## config.mk

```make
export PLATFORM = sky130hd
export DESIGN_NAME = cdsd_decoder
export DESIGN_NICKNAME = d
export VERILOG_FILES = /design/src/core/cdsd_pkg.sv /design/src/core/cdsd_ram.sv /design/src/core/cdsd_decoder.sv
export SDC_FILE = /design/constraint.sdc
export NUM_CORES = 2
export LEC_CHECK = 0
export ABC_AREA = 0
export BUFFER_PORTS_ARGS = -buffer_cell sky130_fd_sc_hd__buf_2
export CAP_MARGIN = 10
export CORE_ASPECT_RATIO = 2
export CORE_MARGIN = 3
export CORE_UTILIZATION = 60
export CTS_CLUSTER_DIAMETER = 30
export DETAILED_ROUTE_END_ITERATION = 6
export PLACE_DENSITY = 0.76
export SLEW_MARGIN = 20
export SYNTH_ARGS = -nofsm -noshare
export SYNTH_HDL_FRONTEND = slang
export SYNTH_HIERARCHICAL = 1
export SYNTH_SLANG_ARGS = --single-unit
```

## constraint.sdc

```tcl
create_clock -name I_SYS_CLK -period 11.45 [get_ports I_SYS_CLK]
set_input_delay 2.29 -clock I_SYS_CLK [delete_from_list [all_inputs] [get_ports I_SYS_CLK]]
set_output_delay 2.29 -clock I_SYS_CLK [all_outputs]
set_load 0.03 [all_outputs]
```

## src/core/cdsd_pkg.sv

```systemverilog
// Package for the core data space decoder: modes, layout, carriers
`default_nettype none
package cdsd_pkg;
  typedef enum logic [2:0] {
    CDSD_MODE_DIRECT   = 3'b000,
    CDSD_MODE_INDIRECT = 3'b001,
    CDSD_MODE_REGISTER = 3'b010,
    CDSD_MODE_BIT      = 3'b011,
    CDSD_MODE_STACK    = 3'b100
  } cdsd_mode_t;

  typedef enum logic [1:0] {
    CDSD_TGT_RAM  = 2'b00,
    CDSD_TGT_SFR  = 2'b01,
    CDSD_TGT_NONE = 2'b10
  } cdsd_tgt_t;

  localparam int CDSD_RAM_BYTES  = 256;
  localparam int CDSD_SFR_BYTES  = 128;
  localparam int CDSD_DATA_BYTES = CDSD_RAM_BYTES + CDSD_SFR_BYTES;
  localparam int CDSD_BANKS      = 4;
  localparam int CDSD_BANK_REGS  = 8;
  localparam logic [7:0] CDSD_BIT_BASE   = 8'h20;
  localparam logic [7:0] CDSD_BIT_LAST   = 8'h2f;
  localparam logic [7:0] CDSD_GEN_BASE   = 8'h30;
  localparam logic [7:0] CDSD_GEN_LAST   = 8'h7f;
  localparam logic [7:0] CDSD_UPPER_BASE = 8'h80;
  localparam int CDSD_CODE_AW   = 16;
  localparam logic [7:0] CDSD_RESET_BYTE = 8'h00;
  localparam logic [1:0] CDSD_RESET_BANK = 2'h0;

  typedef struct packed {
    cdsd_mode_t  mode;
    logic [7:0]  addr;
    logic        rd;
    logic        wr;
    logic [7:0]  wdata;
    logic        wbit;
  } cdsd_req_t;

  typedef struct packed {
    logic        valid;
    cdsd_tgt_t   tgt;
    logic [7:0]  addr;
    logic [7:0]  rdata;
    logic        rbit;
  } cdsd_rsp_t;
endpackage
`default_nettype wire

```

## src/core/cdsd_ram.sv

```systemverilog
// Single-port core RAM with registered read data
`default_nettype none
module cdsd_ram
  import cdsd_pkg::*;
(
  input  wire logic       i_clk,   // Core clock
  input  wire logic       i_we,    // Write strobe
  input  wire logic [7:0] i_addr,  // Byte address
  input  wire logic [7:0] i_wdata, // Write data
  output logic      [7:0] o_rdata  // Registered read data
);
  logic [7:0] mem [CDSD_RAM_BYTES];

  // No reset: RAM content is undefined at power up as in a real array
  always_ff @(posedge i_clk) begin
    if (i_we) begin
      mem[i_addr] <= i_wdata;
    end
    o_rdata <= mem[i_addr];
  end
endmodule
`default_nettype wire

```

## src/core/cdsd_decoder.sv

```systemverilog
// Core internal data space decoder with core RAM and code fetch routing
`default_nettype none
module cdsd_decoder
  import cdsd_pkg::*;
(
  input  wire logic                    I_SYS_CLK,     // 40 MHz core clock
  input  wire logic                    I_RESET,       // Sync reset, high
  input  wire cdsd_req_t               I_REQ,         // Data access request
  input  wire logic [1:0]              I_BANK_SEL,    // Status reg bank field
  input  wire logic                    I_FETCH,       // Code fetch strobe
  input  wire logic [CDSD_CODE_AW-1:0] I_FETCH_ADDR,  // Code address
  input  wire logic [7:0]              I_SFR_RDATA,   // SFR read data
  output cdsd_rsp_t                    O_RSP,         // Read answer
  output logic                         O_SFR_RD,      // SFR read strobe
  output logic                         O_SFR_WR,      // SFR write strobe
  output logic [6:0]                   O_SFR_ADDR,    // SFR offset
  output logic [7:0]                   O_SFR_WDATA,   // SFR write data
  output logic                         O_FLASH_RD,    // Flash fetch strobe
  output logic [CDSD_CODE_AW-1:0]      O_FLASH_ADDR   // Flash address
);
  // Stage 1 state: decoded access
  logic [7:0] ram_addr;
  logic [7:0] ram_rdata;
  logic       pend;
  cdsd_tgt_t  pend_tgt;
  logic [7:0] pend_addr;
  logic [2:0] pend_bitpos;
  logic       pend_bitmode;
  logic       rmw;
  logic [2:0] rmw_bitpos;
  logic       rmw_bit;

  logic       next_ram_we;
  logic [7:0] next_ram_addr;
  logic [7:0] next_ram_wdata;
  logic       next_pend;
  cdsd_tgt_t  next_pend_tgt;
  logic [7:0] next_pend_addr;
  logic [2:0] next_pend_bitpos;
  logic       next_pend_bitmode;
  logic       next_rmw;
  logic [2:0] next_rmw_bitpos;
  logic       next_rmw_bit;
  logic       next_sfr_rd;
  logic       next_sfr_wr;
  logic [6:0] next_sfr_addr;
  logic [7:0] next_sfr_wdata;
  cdsd_rsp_t  next_rsp;
  logic       next_flash_rd;
  logic [CDSD_CODE_AW-1:0] next_flash_addr;

  cdsd_ram i_cdsd_ram (
    .i_clk   (I_SYS_CLK),
    .i_we    (next_ram_we),
    .i_addr  (next_ram_addr),
    .i_wdata (next_ram_wdata),
    .o_rdata (ram_rdata)
  );

  // Address resolution per mode
  cdsd_tgt_t  tgt;
  logic [7:0] eff;
  logic [2:0] bitpos;
  always_comb begin
    tgt    = CDSD_TGT_RAM;
    eff    = I_REQ.addr;
    bitpos = 3'h0;
    case (I_REQ.mode)
      CDSD_MODE_REGISTER: begin
        eff = {3'h0, I_BANK_SEL, I_REQ.addr[2:0]};
      end
      CDSD_MODE_BIT: begin
        // Bit addresses 0x00-0x7f land in 0x20-0x2f, upper ones in SFRs
        if (I_REQ.addr < CDSD_UPPER_BASE) begin
          eff = CDSD_BIT_BASE | {4'h0, I_REQ.addr[6:3]};
        end else begin
          tgt = CDSD_TGT_SFR;
          eff = {I_REQ.addr[7:3], 3'h0};
        end
        bitpos = I_REQ.addr[2:0];
      end
      CDSD_MODE_DIRECT: begin
        if (I_REQ.addr >= CDSD_UPPER_BASE) begin
          tgt = CDSD_TGT_SFR;
        end
      end
      CDSD_MODE_INDIRECT,
      CDSD_MODE_STACK: begin
        tgt = CDSD_TGT_RAM;
      end
      default: begin
        tgt = CDSD_TGT_NONE;
      end
    endcase
  end

  // RAM port and answer bookkeeping. The array sees the decoded request
  // itself, so its registered read data are ready for the answer stage.
  always_comb begin
    next_ram_we       = 1'b0;
    next_ram_addr     = eff;
    next_ram_wdata    = I_REQ.wdata;
    next_pend         = 1'b0;
    next_pend_tgt     = tgt;
    next_pend_addr    = eff;
    next_pend_bitpos  = bitpos;
    next_pend_bitmode = (I_REQ.mode == CDSD_MODE_BIT);
    next_rmw          = 1'b0;
    next_rmw_bitpos   = bitpos;
    next_rmw_bit      = I_REQ.wbit;
    // Bit writes to RAM take a read-modify-write; finish the write first
    if (rmw) begin
      next_ram_we    = 1'b1;
      next_ram_addr  = ram_addr;
      next_ram_wdata = ram_rdata;
      next_ram_wdata[rmw_bitpos] = rmw_bit;
    end else if (I_REQ.rd || I_REQ.wr) begin
      if (tgt == CDSD_TGT_RAM) begin
        if (I_REQ.wr && I_REQ.mode == CDSD_MODE_BIT) begin
          next_rmw = 1'b1;
        end else begin
          next_ram_we = I_REQ.wr;
        end
        next_pend = I_REQ.rd;
      end else if (tgt == CDSD_TGT_SFR) begin
        next_pend = I_REQ.rd;
      end
    end
  end

  always_ff @(posedge I_SYS_CLK) begin
    if (I_RESET) begin
      ram_addr     <= CDSD_RESET_BYTE;
      pend         <= 1'b0;
      pend_tgt     <= CDSD_TGT_NONE;
      pend_addr    <= CDSD_RESET_BYTE;
      pend_bitpos  <= 3'h0;
      pend_bitmode <= 1'b0;
      rmw          <= 1'b0;
      rmw_bitpos   <= 3'h0;
      rmw_bit      <= 1'b0;
    end else begin
      ram_addr     <= next_ram_addr;
      pend         <= next_pend;
      pend_tgt     <= next_pend_tgt;
      pend_addr    <= next_pend_addr;
      pend_bitpos  <= next_pend_bitpos;
      pend_bitmode <= next_pend_bitmode;
      rmw          <= next_rmw;
      rmw_bitpos   <= next_rmw_bitpos;
      rmw_bit      <= next_rmw_bit;
    end
  end

  // Special function region strobes; a bit write goes out as a whole byte
  // with only the addressed bit placed, and the far side stores it as the whole byte
  always_comb begin
    next_sfr_rd    = 1'b0;
    next_sfr_wr    = 1'b0;
    next_sfr_addr  = eff[6:0];
    next_sfr_wdata = I_REQ.wdata;
    if (!rmw && tgt == CDSD_TGT_SFR) begin
      next_sfr_rd = I_REQ.rd;
      next_sfr_wr = I_REQ.wr;
      if (I_REQ.mode == CDSD_MODE_BIT) begin
        next_sfr_wdata = {7'h0, I_REQ.wbit} << bitpos;
      end
    end
  end

  always_ff @(posedge I_SYS_CLK) begin
    if (I_RESET) begin
      O_SFR_RD    <= 1'b0;
      O_SFR_WR    <= 1'b0;
      O_SFR_ADDR  <= 7'h0;
      O_SFR_WDATA <= CDSD_RESET_BYTE;
    end else begin
      O_SFR_RD    <= next_sfr_rd;
      O_SFR_WR    <= next_sfr_wr;
      O_SFR_ADDR  <= next_sfr_addr;
      O_SFR_WDATA <= next_sfr_wdata;
    end
  end

  // Answer stage: RAM data come from the array register, region data from
  // the far side in the same cycle as the read strobe
  always_comb begin
    next_rsp      = '0;
    next_rsp.tgt  = pend_tgt;
    next_rsp.addr = pend_addr;
    if (pend) begin
      next_rsp.valid = 1'b1;
      next_rsp.rdata = (pend_tgt == CDSD_TGT_SFR) ? I_SFR_RDATA : ram_rdata;
      next_rsp.rbit  = pend_bitmode ? next_rsp.rdata[pend_bitpos] : 1'b0;
    end
  end

  always_ff @(posedge I_SYS_CLK) begin
    if (I_RESET) begin
      O_RSP <= '0;
    end else begin
      O_RSP <= next_rsp;
    end
  end

  // Code fetch: the whole space is main flash, so the address passes
  // unchanged; it is only registered to keep the outputs on flops
  always_comb begin
    next_flash_rd   = I_FETCH;
    next_flash_addr = I_FETCH_ADDR;
  end

  always_ff @(posedge I_SYS_CLK) begin
    if (I_RESET) begin
      O_FLASH_RD   <= 1'b0;
      O_FLASH_ADDR <= '0;
    end else begin
      O_FLASH_RD   <= next_flash_rd;
      O_FLASH_ADDR <= next_flash_addr;
    end
  end
endmodule
`default_nettype wire

```

; After elaboration in Yosys (flattened, before gate mapping)
; Memory sizes are Yosys's and may differ from the RTL's. A register that Yosys moved wholly into a read port is not among the register bits.
; Index checks and enable logic that the tools add are counted.
[word_totals]
regBits = 79
ram_bits = 2048
input_bits = 51
memories = 1
[classes]
n_lt_le_gt_ge = 4
n_eq_ne = 6
shifts = 1
mux = 26
bitwise = 5
reduce_logical = 13
[mem_list]
columns = memory, words, word_bits, rd, rd_ports_with_merged_regs, wr, line
row1 = i_cdsd_ram.mem, 256, 8, 1, 1, 1, cdsd_ram.sv:12  ; logic [7:0] mem [CDSD_RAM_BYTES];
[op_table]
columns = op, n
row1 = 8-bit two-way mux, 6
row2 = 8-bit one-hot mux with 2 select lines, 1
row3 = 1-bit two-way mux, 14
row4 = 3-bit OR reduction, 3
row5 = 8-bit bitwise mux, 1
row6 = 8-bit greater-or-equal comparator (second input constant), 1
row7 = 8-bit < comparator (second input constant), 1
row8 = 1-bit by 3-bit << shifter with 8-bit output, 1
row9 = 3-bit by 2-bit == test with 1-bit output (second input constant), 2
row10 = 2-bit one-hot mux with 3 select lines, 1
row11 = 1-bit NOT, 5
row12 = 2-bit by 1-bit == test with 1-bit output (second input constant), 2
row13 = 3-bit by 4-bit < comparator with 1-bit output (second input constant), 1
row14 = 2-bit OR reduction, 2
row15 = 4-bit OR reduction, 1
row16 = 1-bit binary-select mux with 3-bit select, 1
row17 = 1-bit demux with 3-bit select, 1
row18 = 3-bit by 1-bit == test with 1-bit output (second input constant), 1
row19 = 3-bit == test (second input constant), 1
row20 = 3-bit by 1-bit greater-or-equal comparator with 1-bit output (second input constant), 1
row21 = 1-bit logical AND, 3
row22 = 3-bit logical NOT, 1
row23 = 3-bit two-way mux, 1
row24 = 2-bit logical NOT, 1
row25 = other kinds (2), 2

; Logic depth before layout (Yosys ltp)
[logic_depth]
ltp_word = 9
ltp_mapped = 15
ltp_nobuf = 9

; By module
; The synthesis kept the hierarchy.
[by_module_without_submodules]
columns = mod, n_inst, cells_per_inst, area_per_inst_um2, seq_area_each_um2
row1 = cdsd_ram, 1, 3547, 78492.8, 61659.1
row2 = cdsd_decoder, 1, 296, 2743.9, 1441.4

; Least setup slack after synthesis
; No wires, ideal clock.
[synth_timing]
path_kind = input to register
from = in I_REQ[1] in the netlist's numbering
to = mem i_cdsd_ram.mem[0][0] (data pin)
t_arrival_ps = 9187
t_required_ps = 9871
path_slack_ps = 684
cell_stages = 2
path_cell_list = nor2_1 > a21oi_1
[synth_via]
elab_chain_cells = 1
[synth_rtl]
columns = element, line
row1 = from (decl), cdsd_decoder.sv:8  ; input wire cdsd_req_t I_REQ,
row2 = 8-bit two-way mux, cdsd_decoder.sv:112  ; if (rmw) begin
row3 = via next_ram_wdata[0], cdsd_decoder.sv:35  ; logic [7:0] next_ram_wdata;
row4 = to (decl), cdsd_ram.sv:12
; The timed path passes the listed nets, and every way through them passes these cells.

; Worst setup path in the final report
[layout_timing]
from = in I_REQ[21] in the netlist's numbering
to = reg i_cdsd_ram.o_rdata[5] (read register of i_cdsd_ram.mem)
[layout_via]
elab_chain_cells = 3
[layout_rtl]
columns = element, line
row1 = 3-bit by 2-bit == test with 1-bit output, cdsd_decoder.sv:68  ; case (I_REQ.mode)
row2 = 8-bit one-hot mux with 2 select lines *, cdsd_decoder.sv:68
row3 = 8-bit two-way mux *, cdsd_decoder.sv:112
row4 = via next_ram_addr[0], cdsd_decoder.sv:34  ; logic [7:0] next_ram_addr;
row5 = to (decl), cdsd_ram.sv:10  ; output logic [7:0] o_rdata
; Mark *: on every way through the listed nets, which the timed path passes. The rest lies on a longest branch.
; A chain may end at the register's enable or synchronous reset.

==> run summary <==
YOSYS
--------------------------------------------------------------------------------------
Count of flip-flops with a built-in enable after synthesis                        2048
Sequential cell area fraction in the yosys report                                77.7%
Post-synthesis cell type with the largest combined area                   sky130_fd_sc_hd__edfxtp_1
Dominant synthesized flop cell                                            sky130_fd_sc_hd__edfxtp_1
Total of flip-flops plus latches after synthesis                                  2128
Top post-synthesis cells by area                                          sky130_fd_sc_hd__edfxtp_1 (76%), sky130_fd_sc_hd__mux4_2 (14%), sky130_fd_sc_hd__a22oi_1 (2.4%), sky130_fd_sc_hd__dfxtp_1 (2.0%), sky130_fd_sc_hd__nor2_1 (1.3%)
Count leader, synth                                                       sky130_fd_sc_hd__edfxtp_1
Post-Synthesis Cells                                                              3843
Number of distinct standard cells referenced by the synthesized netlist             43
Most common library cells after synthesis                                 sky130_fd_sc_hd__edfxtp_1 (2048), sky130_fd_sc_hd__mux4_2 (512), sky130_fd_sc_hd__nor2_1 (276)
Synthesized cell area                                                       81200 um^2
Synthesized Nets                                                                  3894
Post-synth top area share                                                        75.7%
Number of warnings printed during yosys synthesis                                    6
Async set-reset flop share out of synthesis                                         0%
Average cell area after synthesis                                            21.1 um^2

CLOCK TREE
--------------------------------------------------------------------------------------
Clock-pin slew on the worst setup and hold paths                               0.07 ns
Clock tree from TritonCTS                                                         done
Htree depth                                                                          4
Latest clock arrival within the worst-skew pair                                0.83 ns
TritonCTS Buffers                                                                  188
Bufs on Longest Clock Path                                                           4
Number of instances resized during post-cts repair                                   0
Total setup buffers inserted after CTS                                               0
Cell at the root of the clock tree                                        sky130_fd_sc_hd__clkbuf_16
CTS Hold Bufs                                                                        0
Sink Count                                                                        2128

SETUP PATH
--------------------------------------------------------------------------------------
Critical Setup Path Class                                                 input port to flip-flop
Crit path largest cell delay                                                   0.70 ns
CP Cell Sequence                                                          buf_2 -> nand3b_1 -> o21ai_1 -> mux2_8 -> buf_12 -> buf_4 -> mux4_2 -> a22oi_1 -> a21oi_1 -> o41ai_2 -> nand4_1
Setup slack on the worst flop-to-flop path                                     6.02 ns
Kind of start point of the critical path                                    input port
Maximum net fanout on the critical path                                             71
Number of cells on the worst reg-to-reg path                                         5
Worst reg2reg path endpoint                                               i_cdsd_ram/mem[4][4]
Worst reg2reg startpoint                                                           rmw
CP Buf/Inv Count                                                                     3
Largest delay contributor family on the critical path                     compound AO/OA/AOI/OAI gates
Library cell contributing the largest single delay on the critical path   sky130_fd_sc_hd__o41ai_2
CP Data Required Time                                                         12.14 ns
Arrival time of data at the critical path endpoint                             7.33 ns
Worst Setup End Kind                                                         flip-flop

DRT
--------------------------------------------------------------------------------------
Average detailed-routed wire length per instance                               33.5 um
Number of DRC markers in iteration 0                                              4619
Via density per instance                                                          6.82
Router iterations before antenna repair                                              5
DRT Wirelength                                                               196000 um
Vias                                                                             39800
Routed Antenna Nets                                                                  0
DRC violation count after routing                                                    0

RUN
--------------------------------------------------------------------------------------
Number of max-capacitance violations reported                                        0

RUN STATUS
--------------------------------------------------------------------------------------
Status                                                                    finished clean

GRT
--------------------------------------------------------------------------------------
GRT Resource Usage Total                                                         28.3%
Wire length of the first global-routing pass                                 285000 um
Number of antenna violations at the first check in global routing                    3
Pin count of the biggest net entering global routing                               257
Via count of the first global-routing pass                                       41400
Grt total ovfl                                                                       0

FLOORPLANNING
--------------------------------------------------------------------------------------
Overall die height                                                              526 um
Area of the placeable core                                                 134000 um^2
Starting density of the core                                                     60.5%
Number of ports placed on the die boundary                                         105
Die width                                                                       266 um
Die area                                                                   140000 um^2
Number of rows in the core area                                                    190

PLACED DESIGN
--------------------------------------------------------------------------------------
Placer congestion estimate                                                       0.853
Dpl hpwl                                                                     115000 um
Worst setup slack before clock tree synthesis                                  3.88 ns
Cell Count Post-Placement                                                         5503
Total of buffers placed on input and output ports                                  104
Instance area at placement                                                  83800 um^2

STA
--------------------------------------------------------------------------------------
Hold Violations, Final                                                               0
Measured slew at the worst slew-check pin                                      1.21 ns
RSZ-0062 raised after global routing                                             false
Clock Skew                                                                   0.0472 ns
Summed negative setup slack over all endpoints                                    0 ns
Final Max Tran Viols                                                                 0
Fin crit share                                                                   58.1%
Post-route setup slack                                                         4.80 ns
Fmax                                                                         0.150 GHz
Final count of negative-setup-slack endpoints                                        0
Relative slew slack                                                              18.1%
Minimum clock period                                                           6.65 ns

POWER
--------------------------------------------------------------------------------------
LEAKAGE                                                                        27.6 nW
Worst voltage drop across the vdd grid                                      0.000114 V
Post-layout total power                                                        16.0 mW
Power Dens Cells                                                           177 nW/um^2

FINISH
--------------------------------------------------------------------------------------
Synth-to-layout area growth                                                      10.9%
Filler-free cell count of the finished design                                     5839
Total number of nets in the final design                                          4020
Fraction of layout cells with a size suffix above 1                              25.4%
Final cell area excluding filler cells                                      90100 um^2

WORST HOLD PATH
--------------------------------------------------------------------------------------
Worst hold path depth                                                                2
Hold Path Sink                                                                O_RSP[0]
Type of the tightest min-delay check                                      flip-flop to flip-flop
Launch point of the worst hold path                                       pend_bitmode

==> power breakdown <==
group | internal, mW | leakage [nW] | switching, mW
combinational | 0.357 | 5.60 | 0.682
sequential | 8.57 | 19.1 | 0.0271
clock | 3.55 | 2.95 | 2.80
==> layer usage <==
layer | track usage, % | wire length, um | vias up
li1 | - | - | 16200
met1 | 31.9 | 60100 | 20600
met2 | 49.3 | 103000 | 2352
met3 | 3.88 | 15100 | 634
met4 | 20.4 | 17000 | 4
met5 | 0 | 30 | -
==> per-stage QoR <==
stage	hold slack [ns]	util, %
after floorplan	0.398	-
after global placement	0.407	62.3
after detailed placement	0.409	62.4
final	0.421	67.1
after global routing	0.440	67.1
after CTS	0.419	67.0
==> logic make-up after synthesis <==
| group | count (synthesis) | share of synthesized area [%] |
|---|---|---|
| DFF | 2128 | 77.7 |
| muxes | 532 | 14.5 |
| and+or+nand+nor | 474 | 2.60 |
| AOI/OAI and AO/OA | 450 | 3.76 |
| buffers and inverters | 259 | 1.51 |
==> layout by cell type (no fill, tap or decap), types with 21 or more instances in the layout <==
cell,synthesis,layout
sky130_fd_sc_hd__edfxtp_1,2048,2048
sky130_fd_sc_hd__mux4_2,512,512
sky130_fd_sc_hd__nor2_1,276,275
sky130_fd_sc_hd__a22oi_1,259,259
sky130_fd_sc_hd__clkbuf_16,0,191
sky130_fd_sc_hd__a21oi_1,138,130
sky130_fd_sc_hd__buf_2,41,104
sky130_fd_sc_hd__dfxtp_1,80,79
sky130_fd_sc_hd__buf_4,23,71
sky130_fd_sc_hd__nor2b_1,51,49
sky130_fd_sc_hd__nand2_1,50,47
sky130_fd_sc_hd__nor3_1,34,24
sky130_fd_sc_hd__clkinvlp_4,0,24
sky130_fd_sc_hd__clkbuf_1,156,21
==> worst reg2reg max path, stage by stage (launching register included) <==
cell and delay [ns]:
sky130_fd_sc_hd__dfxtp_2 0.90, sky130_fd_sc_hd__mux2_8 0.67, sky130_fd_sc_hd__buf_4 0.54, sky130_fd_sc_hd__nor2_1 0.84, sky130_fd_sc_hd__nand3_2 1.02, sky130_fd_sc_hd__nor2_1 1.09
==> sequential cells by signal, summed over array words and instances (netlist names) <==
register,flops
rmw_bit,1
pend_bitmode,1
O_SFR_RD,1
O_FLASH_RD,1
O_SFR_WR,1
pend_tgt,2
rmw,1
O_RSP,20
i_cdsd_ram/o_rdata,8
rmw_bitpos,3
O_SFR_WDATA,8
ram_addr,8
pend_addr,8
i_cdsd_ram/mem,2048
O_FLASH_ADDR,16
pend,1
==> worst max path at each step <==
stage | startpoint | end | slack [ns] | cells past startpoint
after floorplan | I_REQ[1] | i_cdsd_ram/mem[0][0] | 0.68 | 2
after global placement | I_REQ[21] | i_cdsd_ram/o_rdata[6] | 3.48 | 11
after detailed placement | I_REQ[21] | i_cdsd_ram/o_rdata[2] | 3.88 | 12
after CTS | I_REQ[21] | i_cdsd_ram/o_rdata[2] | 4.75 | 12
after global routing | I_REQ[21] | i_cdsd_ram/o_rdata[2] | 4.35 | 12
final | I_REQ[21] | i_cdsd_ram/o_rdata[5] | 4.80 | 11
==> area by class of cell <==
class                           count  area, um^2
Antenna cell                        2        5.00
Clock inverter                    118        1310
Clock buffer                      212        4860
Sequential cell                  2128       63100
Timing Repair Buffer              192        1410
Tap cell                         1728        2160
Fill cell                        7943       44200
Multi-Input combinational cell   1456       17200
Inverter                            3        11.3
Power figures use the tool's default switching activity.
